==> src/verilog/addr_gen_map.vh <==
// Constants of the indirect data address generator: modes, register map, field sizes.
`ifndef ADDR_GEN_MAP_VH
`define ADDR_GEN_MAP_VH

// Data width of pointers, index registers and ring limits.
`define AG_DATA_W          16
// Register port address width.
`define AG_ADDR_W          5

// Post-modification modes presented by the instruction decoder.
`define AG_MODE_W          3
`define AG_MODE_NONE       3'h0
`define AG_MODE_INC        3'h1
`define AG_MODE_DEC        3'h2
`define AG_MODE_INDEX      3'h3
`define AG_MODE_MODULO     3'h4
`define AG_MODE_BITREV     3'h5
`define AG_MODE_IMM        3'h6

// Register map, one 16-bit register per address.
`define AG_REG_PTR_BASE    5'h00
`define AG_REG_IDX_BASE    5'h08
`define AG_REG_X_LIMIT     5'h10
`define AG_REG_Y_LIMIT     5'h11
`define AG_REG_X_LAST      5'h12
`define AG_REG_Y_LAST      5'h13

// Reset values.
`define AG_PTR_RESET       16'h0000
`define AG_IDX_RESET       16'h0000
`define AG_LIMIT_RESET     16'h0001

`endif

==> src/verilog/bit_mirror.v <==
// Mirrors a pointer word end to end to form a bit-reversed address.
`timescale 1ns/1ns
`include "addr_gen_map.vh"

module bit_mirror (
   input  wire [`AG_DATA_W-1:0] i_word,
   output wire [`AG_DATA_W-1:0] o_word
);

   genvar b;

   generate
      for (b = 0; b < `AG_DATA_W; b = b + 1) begin : g_bit
         assign o_word[b] = i_word[`AG_DATA_W-1-b];
      end
   endgenerate

endmodule

==> src/verilog/ring_modulo_adder.v <==
// Modulo index addition confined to the low field of a pointer.
`timescale 1ns/1ns
`include "addr_gen_map.vh"

module ring_modulo_adder (
   input  wire [`AG_DATA_W-1:0] i_pointer,
   input  wire [`AG_DATA_W-1:0] i_index,
   input  wire [`AG_DATA_W-1:0] i_limit,
   output reg  [`AG_DATA_W-1:0] o_result
);

   reg        [`AG_DATA_W-1:0] low_mask;
   reg signed [`AG_DATA_W+1:0] low_sum;
   reg signed [`AG_DATA_W+1:0] limit_ext;
   reg signed [`AG_DATA_W+1:0] adjusted;
   integer                     i;

   always @* begin
      low_mask = i_limit;
      for (i = 1; i < `AG_DATA_W; i = i + 1) begin
         low_mask = low_mask | (low_mask >> 1);
      end
      limit_ext = $signed({2'b00, i_limit});
      low_sum = $signed({2'b00, i_pointer & low_mask}) +
                $signed({{2{i_index[`AG_DATA_W-1]}}, i_index});
      if (low_sum > limit_ext) begin
         adjusted = low_sum - limit_ext - 18'sh00001;
      end else if (low_sum < 18'sh00000) begin
         // A negative step wraps to the top of the ring, the mirror of the upward case.
         adjusted = low_sum + limit_ext + 18'sh00001;
      end else begin
         adjusted = low_sum;
      end
      o_result = (i_pointer & ~low_mask) | (adjusted[`AG_DATA_W-1:0] & low_mask);
   end

endmodule

==> src/verilog/indirect_addr_gen.v <==
// Indirect data address generator for the X and Y data spaces with its register port.
//
// Summary of operation
// - Address is the selected pointer, unchanged except in bit-reverse mode.
// - Pointer modified only after its access.
// - Modified pointer used by the next instruction.
// - Loaded pointer valid from second following instruction.
// - Pointers 0-3 X space, 4-7 Y space.
// - No-change mode leaves pointer untouched.
// - Post-increment adds one after access.
// - Post-decrement subtracts one after access.
// - Index addition uses same-numbered index register.
// - Index is signed 16-bit two's complement.
// - Modulo uses X limit or Y limit.
// - Bit-reverse addresses mirrored, stores original plus index.
// - Immediate mode adds signed immediate after access.
// - Modulo adds to low field, wraps, keeps upper.
// - Ring spans upper-bit block, zero to limit.
// - Ring holds limit plus one entries.
// - Sixteen-bit pointers and indexes readable and writable.
// - Bit-reverse mirrors the whole pointer word.
`timescale 1ns/1ns
`include "addr_gen_map.vh"

module indirect_addr_gen (
   input  wire                  i_core_clk,
   input  wire                  i_resetn,
   // Register port.
   input  wire [`AG_ADDR_W-1:0] i_reg_addr,
   input  wire [`AG_DATA_W-1:0] i_reg_wdata,
   input  wire                  i_reg_wr,
   input  wire                  i_reg_rd,
   output wire [`AG_DATA_W-1:0] o_reg_rdata,
   // X space request from the instruction decoder.
   input  wire                  i_x_req,
   input  wire [1:0]            i_x_sel,
   input  wire [`AG_MODE_W-1:0] i_x_mode,
   // Y space request from the instruction decoder.
   input  wire                  i_y_req,
   input  wire [1:0]            i_y_sel,
   input  wire [`AG_MODE_W-1:0] i_y_mode,
   // Immediate operand shared by both spaces.
   input  wire [`AG_DATA_W-1:0] i_imm,
   // Addresses to the data memories.
   output wire [`AG_DATA_W-1:0] o_x_addr,
   output wire                  o_x_valid,
   output wire [`AG_DATA_W-1:0] o_y_addr,
   output wire                  o_y_valid
);

   // Reset synchroniser.
   reg                   rst_meta_q;
   reg                   rst_sync_q;
   wire                  rst_n;

   // Architectural registers.
   reg  [`AG_DATA_W-1:0] data_pointer_q [0:7];
   reg  [`AG_DATA_W-1:0] pointer_index_q [0:7];
   reg  [`AG_DATA_W-1:0] x_ring_limit_q;
   reg  [`AG_DATA_W-1:0] y_ring_limit_q;

   // Staged pointer load from the register port.
   reg                   load_pend_q;
   reg  [2:0]            load_sel_q;
   reg  [`AG_DATA_W-1:0] load_data_q;

   // Per-space request view and arithmetic.
   wire                  sp_req    [0:1];
   wire [1:0]            sp_sel    [0:1];
   wire [`AG_MODE_W-1:0] sp_mode   [0:1];
   wire [`AG_DATA_W-1:0] sp_ptr    [0:1];
   wire [`AG_DATA_W-1:0] sp_idx    [0:1];
   wire [`AG_DATA_W-1:0] sp_limit  [0:1];
   wire [`AG_DATA_W-1:0] sp_mirror [0:1];
   wire [`AG_DATA_W-1:0] sp_ring   [0:1];
   reg  [`AG_DATA_W-1:0] sp_next   [0:1];
   reg  [`AG_DATA_W-1:0] sp_addr   [0:1];
   reg                   sp_modify [0:1];
   wire [2:0]            sp_num    [0:1];
   wire [`AG_DATA_W-1:0] sp_idx_sum [0:1];
   wire [`AG_DATA_W-1:0] sp_imm_sum [0:1];

   // Output registers.
   reg  [`AG_DATA_W-1:0] x_addr_q;
   reg                   x_valid_q;
   reg  [`AG_DATA_W-1:0] y_addr_q;
   reg                   y_valid_q;
   reg  [`AG_DATA_W-1:0] rdata_q;
   reg  [`AG_DATA_W-1:0] rdata_d;

   wire                  wr_ptr;
   wire                  wr_idx;
   wire                  hit_ptr;
   wire                  hit_idx;
   wire                  hit_x_limit;
   wire                  hit_y_limit;

   // Register map decode; the pointer and index banks are eight-word aligned groups.
   localparam [`AG_ADDR_W-1:0] ptr_base = `AG_REG_PTR_BASE;
   localparam [`AG_ADDR_W-1:0] idx_base = `AG_REG_IDX_BASE;
   localparam [1:0]            ptr_grp  = ptr_base[4:3];
   localparam [1:0]            idx_grp  = idx_base[4:3];

   genvar s;
   genvar p;

   // Reset asserts at once but releases only on the second edge, so no flop leaves
   // reset on an edge where the release is still settling.
   always @(posedge i_core_clk or negedge i_resetn) begin
      if (!i_resetn) begin
         rst_meta_q <= 1'b0;
         rst_sync_q <= 1'b0;
      end else begin
         rst_meta_q <= 1'b1;
         rst_sync_q <= rst_meta_q;
      end
   end

   assign rst_n = rst_sync_q;

   assign hit_ptr     = (i_reg_addr[4:3] == ptr_grp);
   assign hit_idx     = (i_reg_addr[4:3] == idx_grp);
   assign hit_x_limit = (i_reg_addr == `AG_REG_X_LIMIT);
   assign hit_y_limit = (i_reg_addr == `AG_REG_Y_LIMIT);
   // Writes to the last-address words fall through every decode, so those stay read-only.
   assign wr_ptr      = i_reg_wr && hit_ptr;
   assign wr_idx      = i_reg_wr && hit_idx;

   // pointer load staged
   // A pointer write is held for one cycle before it lands, so the instruction right
   // after the write still sees the old pointer; software must not count on it sooner.
   always @(posedge i_core_clk or negedge rst_n) begin
      if (!rst_n) begin
         load_pend_q <= 1'b0;
         load_sel_q  <= 3'h0;
         load_data_q <= `AG_PTR_RESET;
      end else begin
         load_pend_q <= wr_ptr;
         if (wr_ptr) begin
            load_sel_q  <= i_reg_addr[2:0];
            load_data_q <= i_reg_wdata;
         end
      end
   end

   assign sp_req[0]  = i_x_req;
   assign sp_sel[0]  = i_x_sel;
   assign sp_mode[0] = i_x_mode;
   assign sp_req[1]  = i_y_req;
   assign sp_sel[1]  = i_y_sel;
   assign sp_mode[1] = i_y_mode;

   assign sp_limit[0] = x_ring_limit_q;
   assign sp_limit[1] = y_ring_limit_q;

   generate
      for (s = 0; s < 2; s = s + 1) begin : g_space
         // four pointers per space
         // The Y unit reaches pointers four to seven only, so no select value crosses over.
         assign sp_num[s] = {(s == 1), sp_sel[s]};
         assign sp_ptr[s] = data_pointer_q[sp_num[s]];
         assign sp_idx[s] = pointer_index_q[sp_num[s]];
         // signed index add
         // A sixteen-bit sum wraps exactly as a signed index would, so no extension is needed.
         // One adder serves both index addition and the bit-reverse mode.
         assign sp_idx_sum[s] = sp_ptr[s] + sp_idx[s];
         // immediate add
         // The immediate is shared; the decoder never asks for it in both spaces at once.
         assign sp_imm_sum[s] = sp_ptr[s] + i_imm;

         bit_mirror u_mirror (
            .i_word (sp_ptr[s]),
            .o_word (sp_mirror[s])
         );

         ring_modulo_adder u_ring (
            .i_pointer (sp_ptr[s]),
            .i_index   (sp_idx[s]),
            .i_limit   (sp_limit[s]),
            .o_result  (sp_ring[s])
         );

         always @* begin
            sp_addr[s]   = sp_ptr[s];
            sp_next[s]   = sp_ptr[s];
            sp_modify[s] = 1'b1;
            case (sp_mode[s])
               `AG_MODE_NONE: begin
                  sp_modify[s] = 1'b0;
               end
               `AG_MODE_INC: begin
                  sp_next[s] = sp_ptr[s] + 16'h0001;
               end
               `AG_MODE_DEC: begin
                  sp_next[s] = sp_ptr[s] - 16'h0001;
               end
               `AG_MODE_INDEX: begin
                  sp_next[s] = sp_idx_sum[s];
               end
               `AG_MODE_MODULO: begin
                  // ring step
                  // Indexes larger than the limit are not caught; the step then stays inside
                  // the ring field but is no longer a true modulo.
                  sp_next[s] = sp_ring[s];
               end
               `AG_MODE_BITREV: begin
                  // mirrored address only
                  // The mirror feeds the address alone; the stored pointer grows from the
                  // unreversed value, which is what an FFT address sequence wants.
                  sp_addr[s] = sp_mirror[s];
                  sp_next[s] = sp_idx_sum[s];
               end
               `AG_MODE_IMM: begin
                  sp_next[s] = sp_imm_sum[s];
               end
               default: begin
                  sp_modify[s] = 1'b0;
               end
            endcase
         end
      end
   endgenerate

   // visible next cycle
   // The address leaves on the same edge that writes the new pointer, so the access
   // always carries the prior value and the next request already reads the new one.
   generate
      for (p = 0; p < 8; p = p + 1) begin : g_ptr
         always @(posedge i_core_clk or negedge rst_n) begin
            if (!rst_n) begin
               data_pointer_q[p] <= `AG_PTR_RESET;
            end else if (load_pend_q && (load_sel_q == p)) begin
               // A landing load overrides a post-modification of the same pointer.
               data_pointer_q[p] <= load_data_q;
            end else if (sp_req[p/4] && sp_modify[p/4] && (sp_num[p/4] == p)) begin
               data_pointer_q[p] <= sp_next[p/4];
            end
         end

         always @(posedge i_core_clk or negedge rst_n) begin
            if (!rst_n) begin
               pointer_index_q[p] <= `AG_IDX_RESET;
            end else if (wr_idx && (i_reg_addr[2:0] == p)) begin
               pointer_index_q[p] <= i_reg_wdata;
            end
         end
      end
   endgenerate

   always @(posedge i_core_clk or negedge rst_n) begin
      if (!rst_n) begin
         x_ring_limit_q <= `AG_LIMIT_RESET;
         y_ring_limit_q <= `AG_LIMIT_RESET;
      end else begin
         if (i_reg_wr && hit_x_limit) begin
            x_ring_limit_q <= i_reg_wdata;
         end
         if (i_reg_wr && hit_y_limit) begin
            y_ring_limit_q <= i_reg_wdata;
         end
      end
   end

   // Address outputs hold their last value between accesses.
   always @(posedge i_core_clk or negedge rst_n) begin
      if (!rst_n) begin
         x_addr_q  <= 16'h0000;
         x_valid_q <= 1'b0;
      end else begin
         x_valid_q <= sp_req[0];
         if (sp_req[0]) begin
            x_addr_q <= sp_addr[0];
         end
      end
   end

   // separate Y unit
   // The Y address register is never touched by an X access, and the reverse.
   always @(posedge i_core_clk or negedge rst_n) begin
      if (!rst_n) begin
         y_addr_q  <= 16'h0000;
         y_valid_q <= 1'b0;
      end else begin
         y_valid_q <= sp_req[1];
         if (sp_req[1]) begin
            y_addr_q <= sp_addr[1];
         end
      end
   end

   always @* begin
      rdata_d = 16'h0000;
      if (hit_ptr) begin
         rdata_d = data_pointer_q[i_reg_addr[2:0]];
      end else if (hit_idx) begin
         rdata_d = pointer_index_q[i_reg_addr[2:0]];
      end else begin
         case (i_reg_addr)
            `AG_REG_X_LIMIT: rdata_d = x_ring_limit_q;
            `AG_REG_Y_LIMIT: rdata_d = y_ring_limit_q;
            `AG_REG_X_LAST:  rdata_d = x_addr_q;
            `AG_REG_Y_LAST:  rdata_d = y_addr_q;
            default:         rdata_d = 16'h0000;
         endcase
      end
   end

   // Read data stand for exactly the cycle after the strobe and are zero otherwise.
   always @(posedge i_core_clk or negedge rst_n) begin
      if (!rst_n) begin
         rdata_q <= 16'h0000;
      end else if (i_reg_rd) begin
         rdata_q <= rdata_d;
      end else begin
         rdata_q <= 16'h0000;
      end
   end

   assign o_reg_rdata = rdata_q;
   assign o_x_addr    = x_addr_q;
   assign o_x_valid   = x_valid_q;
   assign o_y_addr    = y_addr_q;
   assign o_y_valid   = y_valid_q;

endmodule

==> config.mk <==
export PLATFORM = sky130hd
export DESIGN_NAME = indirect_addr_gen
export DESIGN_NICKNAME = d
export VERILOG_FILES = /design/src/verilog/bit_mirror.v /design/src/verilog/ring_modulo_adder.v /design/src/verilog/indirect_addr_gen.v
export VERILOG_INCLUDE_DIRS = /design/src /design/src/verilog
export SDC_FILE = /design/constraint.sdc
export NUM_CORES = 1
export LEC_CHECK = 0
export BUFFER_PORTS_ARGS = -buffer_cell sky130_fd_sc_hd__buf_2
export CAP_MARGIN = 20
export CORE_MARGIN = 2
export CORE_UTILIZATION = 45
export CTS_BUF_LIST = sky130_fd_sc_hd__clkbuf_8
export CTS_CLUSTER_DIAMETER = 40
export DETAILED_ROUTE_END_ITERATION = 12
export PLACE_DENSITY = 0.64
export SETUP_SLACK_MARGIN = 0.05
export SYNTH_ARGS = -nofsm -noshare
export SYNTH_HDL_FRONTEND = slang
export SYNTH_SLANG_ARGS = --single-unit
export TNS_END_PERCENT = 20
==> constraint.sdc <==
create_clock -name i_core_clk -period 13.2 [get_ports i_core_clk]
set_input_delay 0.66 -clock i_core_clk [delete_from_list [all_inputs] [get_ports i_core_clk]]
set_output_delay 0.66 -clock i_core_clk [all_outputs]
set_load 0.02 [all_outputs]
==> impl_results.md <==
* Top_reg_cell synth: dfrtp_1
* Maxcap violations at 0
* Post-synthesis compound-gate area fraction at 19.8%
* Worst vdd ir at 139 uV
* Cell area after synthesis at 27600 sq um
* Final Slew Violations at 0
* Die X at 252 microns
* Die Area at 63300 sq um
* GRT Overall Usage at 34.2%
* Cell count after synthesis at 2927
* Die Ht at 252 microns
* Starting Density at 45.6%
* Dominant cell type by area after synthesis: dfrtp_1
* Post-Syn Area per Cell at 9.43 sq um
* Placed cell area at 28600 sq um
* HP Class: in2async
* Final core utilization at 49.9%
* Worst skew pair latency at 680 ps
* Netlist cell types at 94
* Clock Sink Count at 360
* Worst slew pin tran at 1030 ps
* Vias after detailed routing at 25.5k
* Number of flops mapped to enable cells by yosys at 0
* Post-layout minimum cycle time at 8040 ps
* DRT iter0 DRCs at 3304
* Synth warn at 0
* Status: finished, final reports clean
* Simple-Gate Fraction of Synth Area at 14.7%
* Half-perimeter wire length after placement at 81600 microns
* Final setup margin at 5160 ps
* Area grow syn2layout at 9.31%
* DRC viols at 0
* Pre-CTS setup slack at 5320 ps
* Worst setup EP type: register
* Fillers at 5599
* RePlAce Congestion at 1.02
* # port buffers at 102
* Seq/Total Area, Yosys at 32.7%
* Setup total negative slack at 0 ps
* WP data arrival at 8630 ps
* # Post-CTS Setup Buffers at 0
* Slew Limit Headroom at 30.6%
* Syn Nets at 3120
* Design area at 30200 sq um
* Top-count cell post-synth: dfrtp_1
* Ranking of synthesized cells by area: dfrtp_1, mux4_2, mux2_2
* Final setup fails at 0
* Final hold violation count at 0
* PwrDens at 287 nW/um^2
* Main combinational cell family by area after synthesis: compound AO/OA/AOI/OAI gates
* CTS tree: done
* Vias in the first global route at 24.0k
* Top cell type's share of synthesized area at 32.5%
* Post-synthesis sequential element count at 360
* CP Data Required Time at 13790 ps
* Xor and xnor area share after synthesis at 2.63%
* Antenna Nets Post-Route at 0
* Grt ovf at 0
* RSZ-0062 raised after global routing: false
* Max Buffers Root-to-Sink at 3
* Max Fclk at 0.124 GHz
* Share of cells above drive strength 1 at 20.9%
* H-tree levels at 3
* Adder-cell share of the synthesized area at 6.57%
* Multiplexer share of the synthesized area at 19.5%
* Std-Cell Core Area at 60500 sq um
* Critical path startpoint category: register
* Wire per inst at 29.1 microns
* First-pass GRT wire length at 160000 microns
* # IOs at 103
* Leakage at 12.7 nW
* Top cells by count, synth: dfrtp_1, nand2_1, o21ai_0
* Largest net degree at the start of global routing at 163
* Clock root cell: clkbuf_8
* Initial antenna violation count at 3
* Final WL at 110000 microns
* Final worst-path cycle share at 60.9%
* Asr flop ratio synth at 100%
* Crit Path Category: reg2reg
* CP Max Fanout at 12
* Vias/cell at 6.73
* # rows at 90
* Layout Nets at 3135
* Total CTS buffers at 71
* First-pass iteration count of the detailed router at 6
* Clk slew on worst S/H paths at 60 ps
* Layout Skew at 41.3 ps
## path summary, 6_finish.rpt
check / from / endpoint / slack (ps) / cells after the start
max: y_ring_limit_q[15] / data_pointer_q[26] / 5160 / 22
min: i_resetn / rst_n / 330 / 2
max reg2reg: y_ring_limit_q[15] / data_pointer_q[26] / 5160 / 22
min reg2reg: rst_meta_q / rst_n / 350 / 0
max in group asynchronous: rst_n / pointer_index_q[53] / 10500 / 2
min in group i_core_clk: rst_meta_q / rst_n / 350 / 0
## state kept, by name, summed over array words and instances, names as in the netlist, 3 cells and up
register         cells
y_ring_limit_q      16
load_data_q         16
x_ring_limit_q      16
o_reg_rdata         16
o_y_addr            16
load_sel_q           3
o_x_addr            16
pointer_index_q    128
data_pointer_q     128
## cell families after synthesis
| kind of cell | count (synthesis) |
|---|---|
| simple gates | 857 |
| compound gates | 848 |
| flops | 360 |
| mux | 348 |
| buf+inv | 292 |
| fa+ha+maj | 140 |
| xor+xnor | 81 |
| other cells | 1 |
## metrics by stage
stage               hold slack [ps]  power (mW)  instances
finish                          326        8.65       3780
global route                    290        9.16       3779
CTS                             289        8.48       3775
detailed placement              340        7.26       3647
global placement                336        7.24       3647
floorplan                       331        5.62       2927
## what timing repair did
| action | in CTS | in global routing |
|---|---|---|
| hold buffers | 1 | 0 |
| gates resized for setup | 0 | 0 |
| hold endpoints to repair | 2 | 0 |
## power by group
group          switching (mW)  internal (mW)  total, mW
Sequential              0.360           1.45       1.81
Clock                   0.517          0.657       1.17
Combinational            3.52           2.15       5.67
## layer usage
| metal | up-vias | share of wire, % | GRT usage (%) |
|---|---|---|---|
| met5 | - | 0.021 | 0 |
| met4 | 4 | 4.5 | 14.0 |
| met3 | 240 | 12 | 9.19 |
| met2 | 1574 | 42 | 49.7 |
| met1 | 12700 | 41 | 48.3 |
| li1 | 11000 | - | - |
## worst max-delay path, stage by stage (launching register included)
cell and delay (ps):
dfrtp_1 510, or4_1 730, nor3_1 300, nand4_1 220
nor4_1 550, nor2b_1 110, ha_1 270, fa_1 490
a211oi_1 250, o21ai_0 220, o21ai_0 470, nand2_1 210
a21oi_1 220, xnor2_1 160, ha_1 560, nand4_1 310
or3b_2 550, o32a_4 360, nand3_2 230, nor2_1 90
nor4_2 750, and4b_1 280, o21ai_1 130
## cell usage in the layout, fill, tap and decap left out, drive strengths merged, types with 28 or more instances in the layout
cell,instances
a22oi,45
nor3,51
a21oi,144
a211oi,28
ha,132
mux2i,35
nand3,47
a31oi,77
buf,139
nand2,299
clkbuf,91
nor2b,30
o21ai,282
o21a,34
nor2,221
xnor2,60
mux2,179
a21o,36
mux4,134
dfrtp,358
or3,51
inv,116
## final cells by class
class	count	area, sq um	area share, %
Antenna cell	2	5.00	0.0166
Clock inverter	37	245	0.813
Clock buffer	90	1240	4.11
Tap cell	782	978	3.24
Timing Repair Buffer	141	828	2.75
Sequential cell	360	9010	29.9
Inverter	93	349	1.16
Multi-Input combinational cell	2275	17500	58.0
No activity file was read; power rests on OpenSTA's default activity.
